--- src/tc8_chan.sv ---
// Shared constants for the 8-bit timer, and one output-compare channel.
// Assumes one clock, a synchronous active-low reset and a one-cycle tick enable.
`timescale 1ns/1ps
`default_nettype none

package tc8_pkg;
  // ----------------------------------------------------------------
  // Register offsets (byte addresses)
  // ----------------------------------------------------------------
  localparam logic [7:0] OFS_CTRL_A = 8'h00;
  localparam logic [7:0] OFS_CTRL_B = 8'h04;
  localparam logic [7:0] OFS_COUNT = 8'h08;
  localparam logic [7:0] OFS_CMP_A = 8'h0C;
  localparam logic [7:0] OFS_CMP_B = 8'h10;
  localparam logic [7:0] OFS_MASK = 8'h14;
  localparam logic [7:0] OFS_FLAGS = 8'h18;
  localparam logic [7:0] OFS_PORT = 8'h1C;
  // ----------------------------------------------------------------
  // Field positions
  // ----------------------------------------------------------------
  localparam int CTLA_WGM_LO = 0;
  localparam int CTLA_COMB_LO = 4;
  localparam int CTLA_COMA_LO = 6;
  localparam int CTLB_CS_LO = 0;
  localparam int CTLB_WGM2 = 3;
  localparam int CTLB_FORCE_B = 6;
  localparam int CTLB_FORCE_A = 7;
  localparam int FLG_OVF = 0;
  localparam int FLG_CMP_A = 1;
  localparam int FLG_CMP_B = 2;
  localparam int PORT_VAL_A = 0;
  localparam int PORT_VAL_B = 1;
  localparam int PORT_DIR_A = 2;
  localparam int PORT_DIR_B = 3;
  // ----------------------------------------------------------------
  // Values and encodings
  // ----------------------------------------------------------------
  localparam logic [7:0] CNT_BOTTOM = 8'h00;
  localparam logic [7:0] CNT_MAX = 8'hFF;
  localparam logic [7:0] RST_BYTE = 8'h00;
  localparam logic [2:0] WGM_NORMAL = 3'h0;
  localparam logic [2:0] WGM_PC_MAX = 3'h1;
  localparam logic [2:0] WGM_CTC = 3'h2;
  localparam logic [2:0] WGM_FAST_MAX = 3'h3;
  localparam logic [2:0] WGM_PC_CMP = 3'h5;
  localparam logic [2:0] WGM_FAST_CMP = 3'h7;
  localparam logic [2:0] CS_STOP = 3'h0;
  localparam logic [2:0] CS_DIV1 = 3'h1;
  localparam logic [2:0] CS_DIV8 = 3'h2;
  localparam logic [2:0] CS_DIV64 = 3'h3;
  localparam logic [2:0] CS_DIV256 = 3'h4;
  localparam logic [2:0] CS_DIV1024 = 3'h5;
  localparam logic [2:0] CS_EXT_FALL = 3'h6;
  localparam logic [2:0] CS_EXT_RISE = 3'h7;
  localparam logic [9:0] PRE_MASK_8 = 10'h007;
  localparam logic [9:0] PRE_MASK_64 = 10'h03F;
  localparam logic [9:0] PRE_MASK_256 = 10'h0FF;
  localparam logic [9:0] PRE_MASK_1024 = 10'h3FF;
  localparam logic [9:0] PRE_RST = 10'h000;
  localparam logic [1:0] COM_OFF = 2'h0;
  localparam logic [1:0] COM_TOGGLE = 2'h1;
  localparam logic [1:0] COM_CLEAR = 2'h2;
  localparam logic [1:0] COM_SET = 2'h3;
  localparam logic [1:0] RESP_OKAY = 2'h0;
  localparam logic [1:0] RESP_SLVERR = 2'h2;
endpackage

module tc8_chan
  import tc8_pkg::*;
(
  input wire logic clk_i,
  input wire logic rst_n_i,
  input wire logic tick_i,
  input wire logic pwm_i,
  input wire logic fast_i,
  input wire logic toggle_ok_i,
  input wire logic load_i,
  input wire logic wr_i,
  input wire logic [7:0] wdata_i,
  input wire logic [7:0] cnt_i,
  input wire logic block_i,
  input wire logic force_i,
  input wire logic [1:0] com_i,
  input wire logic bottom_evt_i,
  input wire logic dir_up_i,
  output logic match_o,
  output logic [7:0] live_o,
  output logic [7:0] rd_o,
  output logic state_o
);
  logic [7:0] buf_q;
  logic [7:0] live_q;
  logic state_q;
  logic state_d;
  logic hit;

  // ----------------------------------------------------------------
  // Compare value and its buffer
  // ----------------------------------------------------------------
  always_ff @(posedge clk_i) begin
    if (!rst_n_i) begin
      buf_q <= RST_BYTE;
    end else if (wr_i) begin
      buf_q <= wdata_i;
    end
  end

  always_ff @(posedge clk_i) begin
    if (!rst_n_i) begin
      live_q <= RST_BYTE;
    end else if (wr_i && !pwm_i) begin
      live_q <= wdata_i;
    end else if (load_i && pwm_i) begin
      live_q <= buf_q;
    end
  end

  assign rd_o = pwm_i ? buf_q : live_q;
  assign live_o = live_q;
  assign match_o = (cnt_i == live_q) && !block_i;
  assign hit = (tick_i && match_o) || force_i;

  // ----------------------------------------------------------------
  // Output state; action read live from the mode bits
  // ----------------------------------------------------------------
  always_comb begin
    state_d = state_q;
    if (hit) begin
      unique case (com_i)
        COM_OFF: state_d = state_q;
        COM_TOGGLE: state_d = (!pwm_i || toggle_ok_i) ? !state_q : state_q;
        COM_CLEAR: state_d = pwm_i && !fast_i ? !dir_up_i : 1'b0;
        COM_SET: state_d = pwm_i && !fast_i ? dir_up_i : 1'b1;
      endcase
    end
    // Bottom wins over a match in the same tick so a maximum compare gives a steady level
    if (pwm_i && fast_i && bottom_evt_i && com_i[1]) begin
      state_d = (com_i == COM_CLEAR);
    end
  end

  always_ff @(posedge clk_i) begin
    if (!rst_n_i) begin
      state_q <= 1'b0;
    end else begin
      state_q <= state_d;
    end
  end

  assign state_o = state_q;
endmodule

`default_nettype wire

--- src/tc8_timer.sv ---
// Top of the 8-bit timer: counter, two compare channels, flags, pins and register slave.
// Assumes an AXI4-Lite master on the one system clock; prescaler taps are local.
//
// Design decisions made here: the AXI4-Lite interface to the registers and the register addresses.
`timescale 1ns/1ps
`default_nettype none

// Summary of operation
// - Each tick clears, increments or decrements counter
// - Clock select zero stops ticks, counter holds
// - Counter readable and writable at any time
// - Processor counter write beats counting
// - Three-bit mode split across control A, B
// - Overflow flag set per mode, requests interrupt
// - Counter compared continuously with both compare values
// - Match sets flag on following tick
// - Enabled flag interrupts; cleared by service, write-one
// - PWM buffers compare values, loaded at top
// - Access reaches buffer or live register
// - Force strobe updates output only, non-PWM
// - Counter write blocks matches for next tick
// - Output states kept across mode changes
// - Output mode bits unbuffered, act next match
// - Reset clears output states
// - Nonzero output mode overrides port pin value
// - Output mode zero leaves state unchanged
// - Step by one; clear zeroes counter
// - Top and bottom indications handle extremes
// - Top is maximum or compare A; bottom zero
// - Modes: 0 normal, 1/5 phase-correct, 2 match-clear, 3/7 fast
module tc8_timer
  import tc8_pkg::*;
(
  input wire logic clk_i,
  input wire logic rst_n_i,
  input wire logic [7:0] s_axi_awaddr_i,
  input wire logic s_axi_awvalid_i,
  output logic s_axi_awready_o,
  input wire logic [31:0] s_axi_wdata_i,
  input wire logic [3:0] s_axi_wstrb_i,
  input wire logic s_axi_wvalid_i,
  output logic s_axi_wready_o,
  output logic [1:0] s_axi_bresp_o,
  output logic s_axi_bvalid_o,
  input wire logic s_axi_bready_i,
  input wire logic [7:0] s_axi_araddr_i,
  input wire logic s_axi_arvalid_i,
  output logic s_axi_arready_o,
  output logic [31:0] s_axi_rdata_o,
  output logic [1:0] s_axi_rresp_o,
  output logic s_axi_rvalid_o,
  input wire logic s_axi_rready_i,
  input wire logic ext_clock_pin_i,
  input wire logic overflow_ack_i,
  input wire logic compare_a_ack_i,
  input wire logic compare_b_ack_i,
  output logic overflow_irq_o,
  output logic compare_a_irq_o,
  output logic compare_b_irq_o,
  output logic compare_output_a_o,
  output logic compare_output_a_oe_o,
  output logic compare_output_b_o,
  output logic compare_output_b_oe_o
);
  // ----------------------------------------------------------------
  // Declarations
  // ----------------------------------------------------------------
  logic aw_have_q;
  logic [7:0] aw_addr_q;
  logic w_have_q;
  logic [7:0] w_data_q;
  logic w_lane0_q;
  logic bvalid_q;
  logic [1:0] bresp_q;
  logic rvalid_q;
  logic [31:0] rdata_q;
  logic [1:0] rresp_q;
  logic wr_go;
  logic wr_en;
  logic wr_mapped;
  logic [31:0] rd_mux;
  logic rd_mapped;
  logic [1:0] waveform_mode_lo_q;
  logic waveform_mode_bit2_q;
  logic [1:0] com_a_q;
  logic [1:0] com_b_q;
  logic [2:0] clock_select_field_q;
  logic [2:0] mask_q;
  logic [2:0] flags_q;
  logic [3:0] port_q;
  logic [7:0] counter_value_q;
  logic [7:0] cnt_d;
  logic dir_up_q;
  logic block_q;
  logic [9:0] presc_q;
  logic [2:0] ext_sync_q;
  logic timer_tick;
  logic [2:0] waveform_mode_field;
  logic mode_fast;
  logic mode_pc;
  logic mode_pwm;
  logic top_is_cmp;
  logic [7:0] top_val;
  logic at_top;
  logic at_bottom;
  logic ovf_evt;
  logic buf_load;
  logic bottom_evt;
  logic sel_ctrl_a;
  logic sel_ctrl_b;
  logic sel_count;
  logic sel_cmp_a;
  logic sel_cmp_b;
  logic sel_mask;
  logic sel_flags;
  logic sel_port;
  logic force_a;
  logic force_b;
  logic match_a;
  logic match_b;
  logic [7:0] live_a;
  logic [7:0] live_b;
  logic [7:0] rd_a;
  logic [7:0] rd_b;
  logic state_a;
  logic state_b;
  logic [2:0] flag_set;
  logic [2:0] flag_clr;

  // ----------------------------------------------------------------
  // AXI4-Lite write channel
  // ----------------------------------------------------------------
  assign s_axi_awready_o = !aw_have_q && !bvalid_q;
  assign s_axi_wready_o = !w_have_q && !bvalid_q;
  assign wr_go = aw_have_q && w_have_q && !bvalid_q;
  assign wr_en = wr_go && w_lane0_q;

  always_ff @(posedge clk_i) begin
    if (!rst_n_i) begin
      aw_have_q <= 1'b0;
      aw_addr_q <= RST_BYTE;
    end else if (s_axi_awvalid_i && s_axi_awready_o) begin
      aw_have_q <= 1'b1;
      aw_addr_q <= s_axi_awaddr_i;
    end else if (wr_go) begin
      aw_have_q <= 1'b0;
    end
  end

  always_ff @(posedge clk_i) begin
    if (!rst_n_i) begin
      w_have_q <= 1'b0;
      w_data_q <= RST_BYTE;
      w_lane0_q <= 1'b0;
    end else if (s_axi_wvalid_i && s_axi_wready_o) begin
      w_have_q <= 1'b1;
      w_data_q <= s_axi_wdata_i[7:0];
      w_lane0_q <= s_axi_wstrb_i[0];
    end else if (wr_go) begin
      w_have_q <= 1'b0;
    end
  end

  always_ff @(posedge clk_i) begin
    if (!rst_n_i) begin
      bvalid_q <= 1'b0;
      bresp_q <= RESP_OKAY;
    end else if (wr_go) begin
      bvalid_q <= 1'b1;
      bresp_q <= wr_mapped ? RESP_OKAY : RESP_SLVERR;
    end else if (s_axi_bready_i) begin
      bvalid_q <= 1'b0;
    end
  end

  assign s_axi_bvalid_o = bvalid_q;
  assign s_axi_bresp_o = bresp_q;

  assign sel_ctrl_a = wr_en && aw_addr_q == OFS_CTRL_A;
  assign sel_ctrl_b = wr_en && aw_addr_q == OFS_CTRL_B;
  assign sel_count = wr_en && aw_addr_q == OFS_COUNT;
  assign sel_cmp_a = wr_en && aw_addr_q == OFS_CMP_A;
  assign sel_cmp_b = wr_en && aw_addr_q == OFS_CMP_B;
  assign sel_mask = wr_en && aw_addr_q == OFS_MASK;
  assign sel_flags = wr_en && aw_addr_q == OFS_FLAGS;
  assign sel_port = wr_en && aw_addr_q == OFS_PORT;
  assign wr_mapped = aw_addr_q[1:0] == 2'h0 && aw_addr_q <= OFS_PORT;

  // ----------------------------------------------------------------
  // AXI4-Lite read channel
  // ----------------------------------------------------------------
  always_comb begin
    rd_mux = 32'h0000_0000;
    rd_mapped = 1'b1;
    unique case (s_axi_araddr_i)
      OFS_CTRL_A: rd_mux[7:0] = {com_a_q, com_b_q, 2'h0, waveform_mode_lo_q};
      OFS_CTRL_B: rd_mux[7:0] = {4'h0, waveform_mode_bit2_q, clock_select_field_q};
      OFS_COUNT: rd_mux[7:0] = counter_value_q;
      OFS_CMP_A: rd_mux[7:0] = rd_a;
      OFS_CMP_B: rd_mux[7:0] = rd_b;
      OFS_MASK: rd_mux[2:0] = mask_q;
      OFS_FLAGS: rd_mux[2:0] = flags_q;
      OFS_PORT: rd_mux[3:0] = port_q;
      default: rd_mapped = 1'b0;
    endcase
  end

  always_ff @(posedge clk_i) begin
    if (!rst_n_i) begin
      rvalid_q <= 1'b0;
      rdata_q <= 32'h0000_0000;
      rresp_q <= RESP_OKAY;
    end else if (s_axi_arvalid_i && !rvalid_q) begin
      rvalid_q <= 1'b1;
      rdata_q <= rd_mux;
      rresp_q <= rd_mapped ? RESP_OKAY : RESP_SLVERR;
    end else if (s_axi_rready_i) begin
      rvalid_q <= 1'b0;
    end
  end

  assign s_axi_arready_o = !rvalid_q;
  assign s_axi_rvalid_o = rvalid_q;
  assign s_axi_rdata_o = rdata_q;
  assign s_axi_rresp_o = rresp_q;

  // ----------------------------------------------------------------
  // Control registers
  // ----------------------------------------------------------------
  always_ff @(posedge clk_i) begin
    if (!rst_n_i) begin
      waveform_mode_lo_q <= 2'h0;
      com_a_q <= COM_OFF;
      com_b_q <= COM_OFF;
    end else if (sel_ctrl_a) begin
      waveform_mode_lo_q <= w_data_q[CTLA_WGM_LO +: 2];
      com_a_q <= w_data_q[CTLA_COMA_LO +: 2];
      com_b_q <= w_data_q[CTLA_COMB_LO +: 2];
    end
  end

  always_ff @(posedge clk_i) begin
    if (!rst_n_i) begin
      clock_select_field_q <= CS_STOP;
      waveform_mode_bit2_q <= 1'b0;
    end else if (sel_ctrl_b) begin
      clock_select_field_q <= w_data_q[CTLB_CS_LO +: 3];
      waveform_mode_bit2_q <= w_data_q[CTLB_WGM2];
    end
  end

  always_ff @(posedge clk_i) begin
    if (!rst_n_i) begin
      mask_q <= 3'h0;
      port_q <= 4'h0;
    end else begin
      if (sel_mask) begin
        mask_q <= w_data_q[2:0];
      end
      if (sel_port) begin
        port_q <= w_data_q[3:0];
      end
    end
  end

  // Strobes act at once and never store
  assign force_a = sel_ctrl_b && w_data_q[CTLB_FORCE_A] && !mode_pwm;
  assign force_b = sel_ctrl_b && w_data_q[CTLB_FORCE_B] && !mode_pwm;

  // ----------------------------------------------------------------
  // Tick generation
  // ----------------------------------------------------------------
  always_ff @(posedge clk_i) begin
    if (!rst_n_i) begin
      presc_q <= PRE_RST;
      ext_sync_q <= 3'h0;
    end else begin
      presc_q <= presc_q + 10'h001;
      ext_sync_q <= {ext_sync_q[1:0], ext_clock_pin_i};
    end
  end

  always_comb begin
    unique case (clock_select_field_q)
      CS_STOP: timer_tick = 1'b0;
      CS_DIV1: timer_tick = 1'b1;
      CS_DIV8: timer_tick = (presc_q & PRE_MASK_8) == PRE_MASK_8;
      CS_DIV64: timer_tick = (presc_q & PRE_MASK_64) == PRE_MASK_64;
      CS_DIV256: timer_tick = (presc_q & PRE_MASK_256) == PRE_MASK_256;
      CS_DIV1024: timer_tick = presc_q == PRE_MASK_1024;
      CS_EXT_FALL: timer_tick = ext_sync_q[2] && !ext_sync_q[1];
      CS_EXT_RISE: timer_tick = !ext_sync_q[2] && ext_sync_q[1];
    endcase
  end

  // ----------------------------------------------------------------
  // Counter unit
  // ----------------------------------------------------------------
  assign waveform_mode_field = {waveform_mode_bit2_q, waveform_mode_lo_q};
  assign mode_fast = waveform_mode_field == WGM_FAST_MAX
                  || waveform_mode_field == WGM_FAST_CMP;
  assign mode_pc = waveform_mode_field == WGM_PC_MAX || waveform_mode_field == WGM_PC_CMP;
  assign mode_pwm = mode_fast || mode_pc;
  assign top_is_cmp = waveform_mode_field == WGM_CTC || waveform_mode_field == WGM_FAST_CMP
                   || waveform_mode_field == WGM_PC_CMP;
  assign top_val = top_is_cmp ? live_a : CNT_MAX;
  assign at_top = counter_value_q == top_val;
  assign at_bottom = counter_value_q == CNT_BOTTOM;

  always_comb begin
    if (mode_pc) begin
      if (dir_up_q) begin
        cnt_d = at_top ? counter_value_q - 8'h01 : counter_value_q + 8'h01;
      end else begin
        cnt_d = at_bottom ? counter_value_q + 8'h01 : counter_value_q - 8'h01;
      end
    end else if (mode_fast || waveform_mode_field == WGM_CTC) begin
      cnt_d = at_top ? CNT_BOTTOM : counter_value_q + 8'h01;
    end else begin
      cnt_d = counter_value_q + 8'h01;
    end
  end

  always_ff @(posedge clk_i) begin
    if (!rst_n_i) begin
      counter_value_q <= RST_BYTE;
    end else if (sel_count) begin
      counter_value_q <= w_data_q;
    end else if (timer_tick) begin
      counter_value_q <= cnt_d;
    end
  end

  always_ff @(posedge clk_i) begin
    if (!rst_n_i) begin
      dir_up_q <= 1'b1;
    end else if (!mode_pc) begin
      dir_up_q <= 1'b1;
    end else if (timer_tick && dir_up_q && at_top) begin
      dir_up_q <= 1'b0;
    end else if (timer_tick && !dir_up_q && at_bottom) begin
      dir_up_q <= 1'b1;
    end
  end

  // Blocks matches until the end of the next tick, even when stopped
  always_ff @(posedge clk_i) begin
    if (!rst_n_i) begin
      block_q <= 1'b0;
    end else if (sel_count) begin
      block_q <= 1'b1;
    end else if (timer_tick) begin
      block_q <= 1'b0;
    end
  end

  assign ovf_evt = timer_tick && (mode_pc ? (!dir_up_q && at_bottom)
                 : mode_fast ? at_top : counter_value_q == CNT_MAX);
  assign buf_load = timer_tick && at_top && (mode_fast || dir_up_q);
  assign bottom_evt = timer_tick && at_top;

  // ----------------------------------------------------------------
  // Compare channels
  // ----------------------------------------------------------------
  tc8_chan u_chan_a (
    .clk_i(clk_i),
    .rst_n_i(rst_n_i),
    .tick_i(timer_tick),
    .pwm_i(mode_pwm),
    .fast_i(mode_fast),
    .toggle_ok_i(waveform_mode_bit2_q),
    .load_i(buf_load),
    .wr_i(sel_cmp_a),
    .wdata_i(w_data_q),
    .cnt_i(counter_value_q),
    .block_i(block_q),
    .force_i(force_a),
    .com_i(com_a_q),
    .bottom_evt_i(bottom_evt),
    .dir_up_i(dir_up_q),
    .match_o(match_a),
    .live_o(live_a),
    .rd_o(rd_a),
    .state_o(state_a)
  );

  tc8_chan u_chan_b (
    .clk_i(clk_i),
    .rst_n_i(rst_n_i),
    .tick_i(timer_tick),
    .pwm_i(mode_pwm),
    .fast_i(mode_fast),
    .toggle_ok_i(1'b0),
    .load_i(buf_load),
    .wr_i(sel_cmp_b),
    .wdata_i(w_data_q),
    .cnt_i(counter_value_q),
    .block_i(block_q),
    .force_i(force_b),
    .com_i(com_b_q),
    .bottom_evt_i(bottom_evt),
    .dir_up_i(dir_up_q),
    .match_o(match_b),
    .live_o(live_b),
    .rd_o(rd_b),
    .state_o(state_b)
  );

  // ----------------------------------------------------------------
  // Flags and interrupt requests
  // ----------------------------------------------------------------
  assign flag_set[FLG_OVF] = ovf_evt;
  assign flag_set[FLG_CMP_A] = timer_tick && match_a;
  assign flag_set[FLG_CMP_B] = timer_tick && match_b;
  assign flag_clr = (sel_flags ? w_data_q[2:0] : 3'h0)
                  | {compare_b_ack_i, compare_a_ack_i, overflow_ack_i};

  // A new event in the clearing cycle survives
  always_ff @(posedge clk_i) begin
    if (!rst_n_i) begin
      flags_q <= 3'h0;
    end else begin
      flags_q <= flag_set | (flags_q & ~flag_clr);
    end
  end

  assign overflow_irq_o = flags_q[FLG_OVF] && mask_q[FLG_OVF];
  assign compare_a_irq_o = flags_q[FLG_CMP_A] && mask_q[FLG_CMP_A];
  assign compare_b_irq_o = flags_q[FLG_CMP_B] && mask_q[FLG_CMP_B];

  // ----------------------------------------------------------------
  // Pin override
  // ----------------------------------------------------------------
  assign compare_output_a_o = (com_a_q != COM_OFF) ? state_a : port_q[PORT_VAL_A];
  assign compare_output_b_o = (com_b_q != COM_OFF) ? state_b : port_q[PORT_VAL_B];
  assign compare_output_a_oe_o = port_q[PORT_DIR_A];
  assign compare_output_b_oe_o = port_q[PORT_DIR_B];
endmodule

`default_nettype wire

--- config.mk ---
export PLATFORM = sky130hd
export DESIGN_NAME = tc8_timer
export DESIGN_NICKNAME = d
export VERILOG_FILES = /design/src/tc8_chan.sv /design/src/tc8_timer.sv
export SDC_FILE = /design/constraint.sdc
export NUM_CORES = 1
export LEC_CHECK = 0
export ABC_AREA = 1
export BUFFER_PORTS_ARGS = -buffer_cell sky130_fd_sc_hd__buf_2
export CAP_MARGIN = 20
export CORE_UTILIZATION = 56
export CTS_CLUSTER_DIAMETER = 120
export DETAILED_ROUTE_END_ITERATION = 8
export PLACE_DENSITY = 0.81
export SLEW_MARGIN = 0
export SYNTH_ARGS = -nofsm -noshare
export SYNTH_HDL_FRONTEND = slang
export SYNTH_SLANG_ARGS = --single-unit
--- constraint.sdc ---
create_clock -name clk_i -period 2.5 [get_ports clk_i]
set_clock_uncertainty 0.1 [all_clocks]
set_input_delay 0.125 -clock clk_i [delete_from_list [all_inputs] [get_ports clk_i]]
set_output_delay 0.125 -clock clk_i [all_outputs]
set_load 0.05 [all_outputs]
==> results of run 1 <==
[worst paths after layout]
| check | depth (start not counted) | start | endpoint |
|---|---|---|---|
| min | 3 | rst_n_i | presc_q[2]$_SDFF_PN0_ |
| max reg2reg | 11 | presc_q[0]$_SDFF_PN0_ | u_chan_b.live_o[4]$_SDFFE_PN0P_ |
| min reg2reg | 2 | ext_sync_q[1]$_SDFF_PN0_ | ext_sync_q[2]$_SDFF_PN0_ |
| max | 11 | presc_q[0]$_SDFF_PN0_ | u_chan_b.live_o[4]$_SDFFE_PN0P_ |
[logic make-up after synthesis]
kind of cell	Yosys count	share of synthesized area
compound gates	236	0.218
buf+inv	154	0.119
xor+xnor	22	0.0329
simple gates	340	0.250
flops	108	0.369
fa+ha+maj	5	0.0107
other cells	1	0.000640
[power breakdown]
part	leakage [nW]	switching, mW	internal [mW]
combinational	1.94	0.289	0.0949
clock	0.102	0.650	0.485
sequential	0.876	0.0283	1.76
total	2.92	0.967	2.34
[worst max-delay path, cell delays in order, from the launching register on]
cell     delay, ns
dfxtp_1       0.37
ha_1          0.18
nand3_1       0.10
nor2_1        0.16
nand3_1       0.13
o21ai_1       0.13
nand2_1       0.20
nor2_4        0.17
nand2_2       0.14
nand2_2       0.24
o21ai_0       0.11
a31oi_1       0.16
[through the flow]
step	worst slack (ns)	instance area [um^2]	power [mW]	std cells
final	0.232	6670	3.31	1085
after global routing	0.0496	6670	3.43	1085
after CTS	0.132	6660	3.31	1085
after detailed placement	0.161	6210	2.18	1045
after global placement	0.203	6210	2.17	1045
after floorplan	0.311	5950	2.12	891
[metal layers]
| layer | vias to the layer above | wire (um) | part of all wire | track usage |
|---|---|---|---|---|
| met5 | - | 0 | 0 | 0 |
| met4 | 0 | 574 | 0.035 | 0.152 |
| met3 | 43 | 1390 | 0.086 | 0.0583 |
| met2 | 275 | 7500 | 0.46 | 0.498 |
| met1 | 2750 | 6820 | 0.42 | 0.404 |
| li1 | 2964 | - | - | - |
[final cells by class]
class	instances	area, um^2
Fill cell	887	3290
Inverter	101	379
Sequential cell	108	2160
Multi-Input combinational cell	629	3100
Clock buffer	10	128
Timing Repair Buffer	98	653
Clock inverter	6	82.6
Tap cell	133	166
[state kept, by name (all words and copies together) (netlist names), 2 cells and up]
| signal | count |
|---|---|
| s_axi_rdata_o | 8 |
| u_chan_a.live_o | 8 |
| counter_value_q | 8 |
| clock_select_field_q | 3 |
| ext_sync_q | 3 |
| flags_q | 3 |
| mask_q | 3 |
| com_a_q | 2 |
| u_chan_a.buf_q | 8 |
| u_chan_b.buf_q | 8 |
| waveform_mode_lo_q | 2 |
| aw_addr_q | 8 |
| com_b_q | 2 |
| w_data_q | 8 |
| presc_q | 10 |
| port_q | 4 |
| u_chan_b.live_o | 8 |
[cell usage in the layout, fill, tap and decap left out, types with 2 or more instances in the layout]
| cell type | count |
|---|---|
| o21ai_1 | 4 |
| buf_2 | 57 |
| nand3b_1 | 2 |
| nand2_1 | 179 |
| a21o_1 | 4 |
| a21oi_1 | 96 |
| xor2_1 | 13 |
| inv_2 | 10 |
| nor4_1 | 2 |
| clkbuf_8 | 9 |
| dlygate4sd3_1 | 24 |
| nor2_2 | 5 |
| ha_1 | 5 |
| xnor2_1 | 9 |
| inv_1 | 87 |
| dfxtp_1 | 108 |
| o211ai_1 | 5 |
| o22ai_1 | 12 |
| nor2_1 | 76 |
| a211oi_1 | 4 |
| nand4_1 | 11 |
| clkinv_1 | 4 |
| o21ai_0 | 95 |
| nand3_1 | 42 |
| nand2_2 | 3 |
| nor3_1 | 12 |
| conb_1 | 26 |
| buf_4 | 17 |
| a31oi_1 | 9 |
| nor2_4 | 3 |
[timing repair]
action,CTS,global route
hold buffers,24,0
endpoints found under the setup margin,0,7
resized for setup,0,1
endpoints found under the hold margin,23,0
==> impl_metrics.yaml, run 1 <==
status:
  outcome: "finished, final reports clean"
clocking:
  cts-root-buf: "clkbuf_8"
  h-tree-depth: 3
  numCtsBuffers: 9
  postCtsSetupBuffers: 0
  cts_buffer_depth: 2
  cts_tree: "yes"
  clk_pin_slew_worst_paths_ns: 0.10
  clock_latency_ns: 0.39
  cts.sinks: 108
synth:
  synth_area_leader_cell: "dfxtp_1"
  synth_seq_cells: 108
  yosysWarnings: 0
  netlist_instances: 866
  yosys-top-cells-area: "dfxtp_1 (37%), nand2_1 (12%), a21oi_1 (8.2%)"
  syn-cell-area_mm2: 0.00586
  synth_edf_count: 0
  ys_types: 43
  synthTopCellsByCount: "nand2_1 (180), dfxtp_1 (108), a21oi_1 (96)"
  synth_ff_type: "dfxtp_1"
  synth.most_common_cell: "nand2_1"
  post-synth-top-area-fraction: 0.369
  syn_area_per_cell_um2: 6.76
  ys_async_sr_fraction: 0
  yosysSeqAreaShare: 0.369
timing:
  min_period_ns: 2.27
  fin_setup_tns_ns: 0
  hold_viol_final: 0
  hold_ws_ns: 0.0691
  maxSlewViolCount: 0
  fmaxAchievable_mhz: 441
  slew_headroom: 0.544
  tightest_slew_ns: 0.683
  period_share: 0.907
  rsz0062_at_grt: "no"
  setup_viol: 0
floorplanning:
  die_width_um: 104
  dieArea_mm2: 0.0109
  start_util: 0.588
  io_pins: 111
  row_count: 36
  design.core.area_mm2: 0.00995
  die_y_um: 104
route:
  firstDrtPassIters: 7
  drc: 0
  drt-total-wl_um: 16300
  viasPerCell: 5.56
  vias: 6032
  ant_nets: 0
  drtIter0Drc: 675
  wl_per_cell_um: 15.0
cells_and_area:
  n_antenna_cell: 0
  area_delta_synth_final_pct: 13.8
  drive_gt1_frac: 0.121
  nets: 1015
  final_util: 0.670
grt:
  grt_overflow: 0
  antenna_found_initial: 0
  grt_pass1_wl_um: 27100
  grt_max_degree: 46
  grt_pass1_vias: 5552
  grt_use_total: 0.312
setup_path:
  start_kind: "flop"
  path_max_fanout: 13
  cp-end-kind: "flop"
  crit_required_ns: 2.71
  cp.arrival_ns: 2.48
  r2r_slack_ns: 0.23
  critPathKind: "flop to flop"
pwr:
  vdd_drop_max_v: 0.000479
  p_per_area_mw_per_mm2: 496
  leakagePower_nw: 2.92
place:
  hpwl_um: 11600
  numPortBuffers: 57
  place_congestion: 0.973
hold_path:
  hold_path.class: "input port to flop"
flow_run:
  max-cap-violations: 0
Power figures use the tool's default switching activity.
==> run 2: changes to the inputs <==
--- a/config.mk
+++ b/config.mk
@@ -8,11 +8,12 @@
 export ABC_AREA = 1
 export BUFFER_PORTS_ARGS = -buffer_cell sky130_fd_sc_hd__buf_2
 export CAP_MARGIN = 20
-export CORE_UTILIZATION = 56
+export CORE_UTILIZATION = 57
 export CTS_CLUSTER_DIAMETER = 120
 export DETAILED_ROUTE_END_ITERATION = 8
 export PLACE_DENSITY = 0.81
 export SLEW_MARGIN = 0
 export SYNTH_ARGS = -nofsm -noshare
 export SYNTH_HDL_FRONTEND = slang
+export SYNTH_HIERARCHICAL = 1
 export SYNTH_SLANG_ARGS = --single-unit
==> run 2 against run 1 <==
Net effect: sequential power barely moved; non-clock buffer count rose by 22; global-route usage rose by 2.5 points; area after synthesis rose by 9.2%; die area rose by 7.2%; critical path depth rose by 2; clock power fell by 4%; total power fell by 0.42%; synthesized cell count rose by 11%; count of clock-buffer cells in the layout fell by 1.
==> impl_metrics.yaml, run 2 <==
place:
  place_congestion: 0.982
  place_inst: 1162
  hpwl_um: 13300
  place_area_mm2: 0.00682
  place_ws_ns: -0.0158
  numPortBuffers: 57
timing:
  hold_viol_final: 0
  rsz0062_at_grt: "yes"
  maxSlewViolCount: 0
  slew_headroom: 0.617
  period_share: 0.970
  min_period_ns: 2.43
  setup_viol: 0
  final.setup.worst_slack_ns: 0.0750
  tightest_slew_ns: 0.574
  fmaxAchievable_mhz: 412
clocking:
  clock_latency_ns: 0.41
  cts_tree: "yes"
  cts.sinks: 108
  h-tree-depth: 3
  numCtsBuffers: 9
  clk_pin_slew_worst_paths_ns: 0.12
  cts-root-buf: "clkbuf_8"
  cts_buffer_depth: 2
cells_and_area:
  drive_gt1_frac: 0.170
  multiInputGateArea_mm2: 0.00350
  n_fill_cell: 946
  nets: 1135
  largest_reg_flops: 10
  mostFrequentLayoutCells: "nand2_1 (201), inv_1 (133), nor2_1 (108)"
  final_util: 0.682
  max_flop_register: "presc_q"
  area_delta_synth_final_pct: 16.1
  seqCellArea_mm2: 0.00217
  layout_commonest_cell: "nand2_1"
  fin_area_mm2: 0.00743
  n_antenna_cell: 0
  instances_no_fill: 1212
route:
  viasPerCell: 5.58
  drc: 0
  drtIter0Drc: 601
  ant_nets: 0
  vias: 6761
  drt-total-wl_um: 19000
  wl_per_cell_um: 15.7
  firstDrtPassIters: 7
pwr:
  swShare: 0.316
  leakagePower_nw: 3.21
  power_switching_mw: 1.04
  p_per_area_mw_per_mm2: 443
  vdd_drop_max_v: 0.000491
  p_int_mw: 2.25
  comb_power_share: 0.120
  power_frac_seq: 0.550
  clockPowerShare: 0.330
synth:
  synth_ff_type: "dfxtp_1"
  netlist_instances: 964
  yosysSeqAreaShare: 0.338
  synthTopCellsByCount: "nand2_1 (203), inv_1 (133), nor2_1 (113)"
  ys_types: 44
  syn-cell-area_mm2: 0.00640
  synth.most_common_cell: "nand2_1"
  post-synth-top-area-fraction: 0.338
  synth_seq_cells: 108
  synth_area_leader_cell: "dfxtp_1"
  yosys-top-cells-area: "dfxtp_1 (34%), nand2_1 (12%), inv_1 (7.8%)"
  yosysWarnings: 6
  syn_area_per_cell_um2: 6.64
  ys_async_sr_fraction: 0
  synth_edf_count: 0
floorplanning:
  die_y_um: 108
  dieArea_mm2: 0.0117
  design.core.area_mm2: 0.0109
  start_util: 0.588
  row_count: 38
  die_width_um: 108
  io_pins: 111
status:
  outcome: "finished, final reports clean"
grt:
  grt_pass1_vias: 6014
  grt_pass1_wl_um: 29800
  grt_use_total: 0.337
  antenna_found_initial: 0
  grt_overflow: 0
  grt_max_degree: 49
setup_path:
  critPathKind: "flop to flop"
  crit_required_ns: 2.73
  cp.arrival_ns: 2.66
  start_kind: "flop"
  cp-end-kind: "flop"
  path_max_fanout: 16
hold_path:
  hold_path.class: "input port to flop"
flow_run:
  max-cap-violations: 0
-- run 2: changes by cell type after synthesis, moves of 11 or more --
cell / delta
a21oi_2: +11
a21oi_1: -17
inv_1: +46
o21ai_0: -14
nor2_1: +37
nand2_1: +23
-- run 2: cell families (layout without fill, tap and decap cells) --
kind of cell,Yosys count,after routing,share of synthesized area
adder cells (fa/ha/maj),5,5,0.00978
other,1,27,0.000586
buffers and inverters,198,280,0.142
AO/OA/AOI/OAI,220,220,0.206
AND/OR/NAND/NOR,419,419,0.286
XOR/XNOR,13,13,0.0178
flip-flops,108,108,0.338
-- run 2: metal layers --
layer,share of wire,vias to the layer above,track usage
met3,0.083,64,0.0729
met4,0.048,0,0.185
li1,-,3280,-
met5,0,-,0
met2,0.45,335,0.532
met1,0.42,3082,0.428
-- run 2: metrics by stage --
step / TNS [ns] / power (mW) / hold WS [ns]
6_report: 0 / 3.29 / 0.125
5_1_grt: -0.213 / 3.39 / 0.160
4_1_cts: 0 / 3.27 / 0.0909
3_5_place_dp: -0.0264 / 2.20 / 0.214
3_3_place_gp: 0 / 2.19 / 0.205
2_1_floorplan: 0 / 2.12 / 0.123
-- run 2: cell type report --
class / instances / share of cell area
multi-input cells: 684 / 0.471
flip-flops and latches: 108 / 0.292
repair buffers: 120 / 0.114
inverters: 144 / 0.0733
well taps: 140 / 0.0236
clock buffers: 9 / 0.0167
clock inverters: 7 / 0.00977
-- run 2: final timing paths --
path / start / endpoint / slack [ns] / cells past startpoint
worst max-delay path: counter_value_q[3]$_SDFFE_PN0P_ / u_chan_a/live_o[6]$_SDFFE_PN0P_ / 0.07 / 13
worst min-delay path: s_axi_awvalid_i / aw_addr_q[2]$_SDFFE_PN0P_ / 0.12 / 3
worst max register to register: counter_value_q[3]$_SDFFE_PN0P_ / u_chan_a/live_o[6]$_SDFFE_PN0P_ / 0.07 / 13
worst min register to register: ext_sync_q[0]$_SDFF_PN0_ / ext_sync_q[1]$_SDFF_PN0_ / 0.33 / 2
-- run 2: repair_timing --
item                                    CTS  global route
hold buffers                             25             0
endpoints found under the hold margin    26             0
buffers inserted                          2             7
gates resized for setup                   4            19
endpoints found under the setup margin   10            25
pin swaps                                 3            12
-- run 2: worst max-delay path: stages (launching register included) --
cell and delay, ns:
dfxtp_1 0.54, clkinvlp_4 0.27, nand2_1 0.12, nand2_1 0.05, inv_1 0.06, nand2_2 0.06
nor2_4 0.13, nand2_2 0.09, nor2_4 0.12, o21a_2 0.22, a21oi_4 0.08, buf_12 0.17
buf_4 0.13, a211oi_2 0.21
-- run 2: power by group through the flow --
stage | combinational [mW] | clock [mW] | sequential (mW)
4_1_cts | 0.380 | 1.08 | 1.81
5_1_grt | 0.427 | 1.15 | 1.82
3_3_place_gp | 0.347 | 0 | 1.84
2_1_floorplan | 0.277 | 0 | 1.84
6_report | 0.395 | 1.09 | 1.81
3_5_place_dp | 0.350 | 0 | 1.85
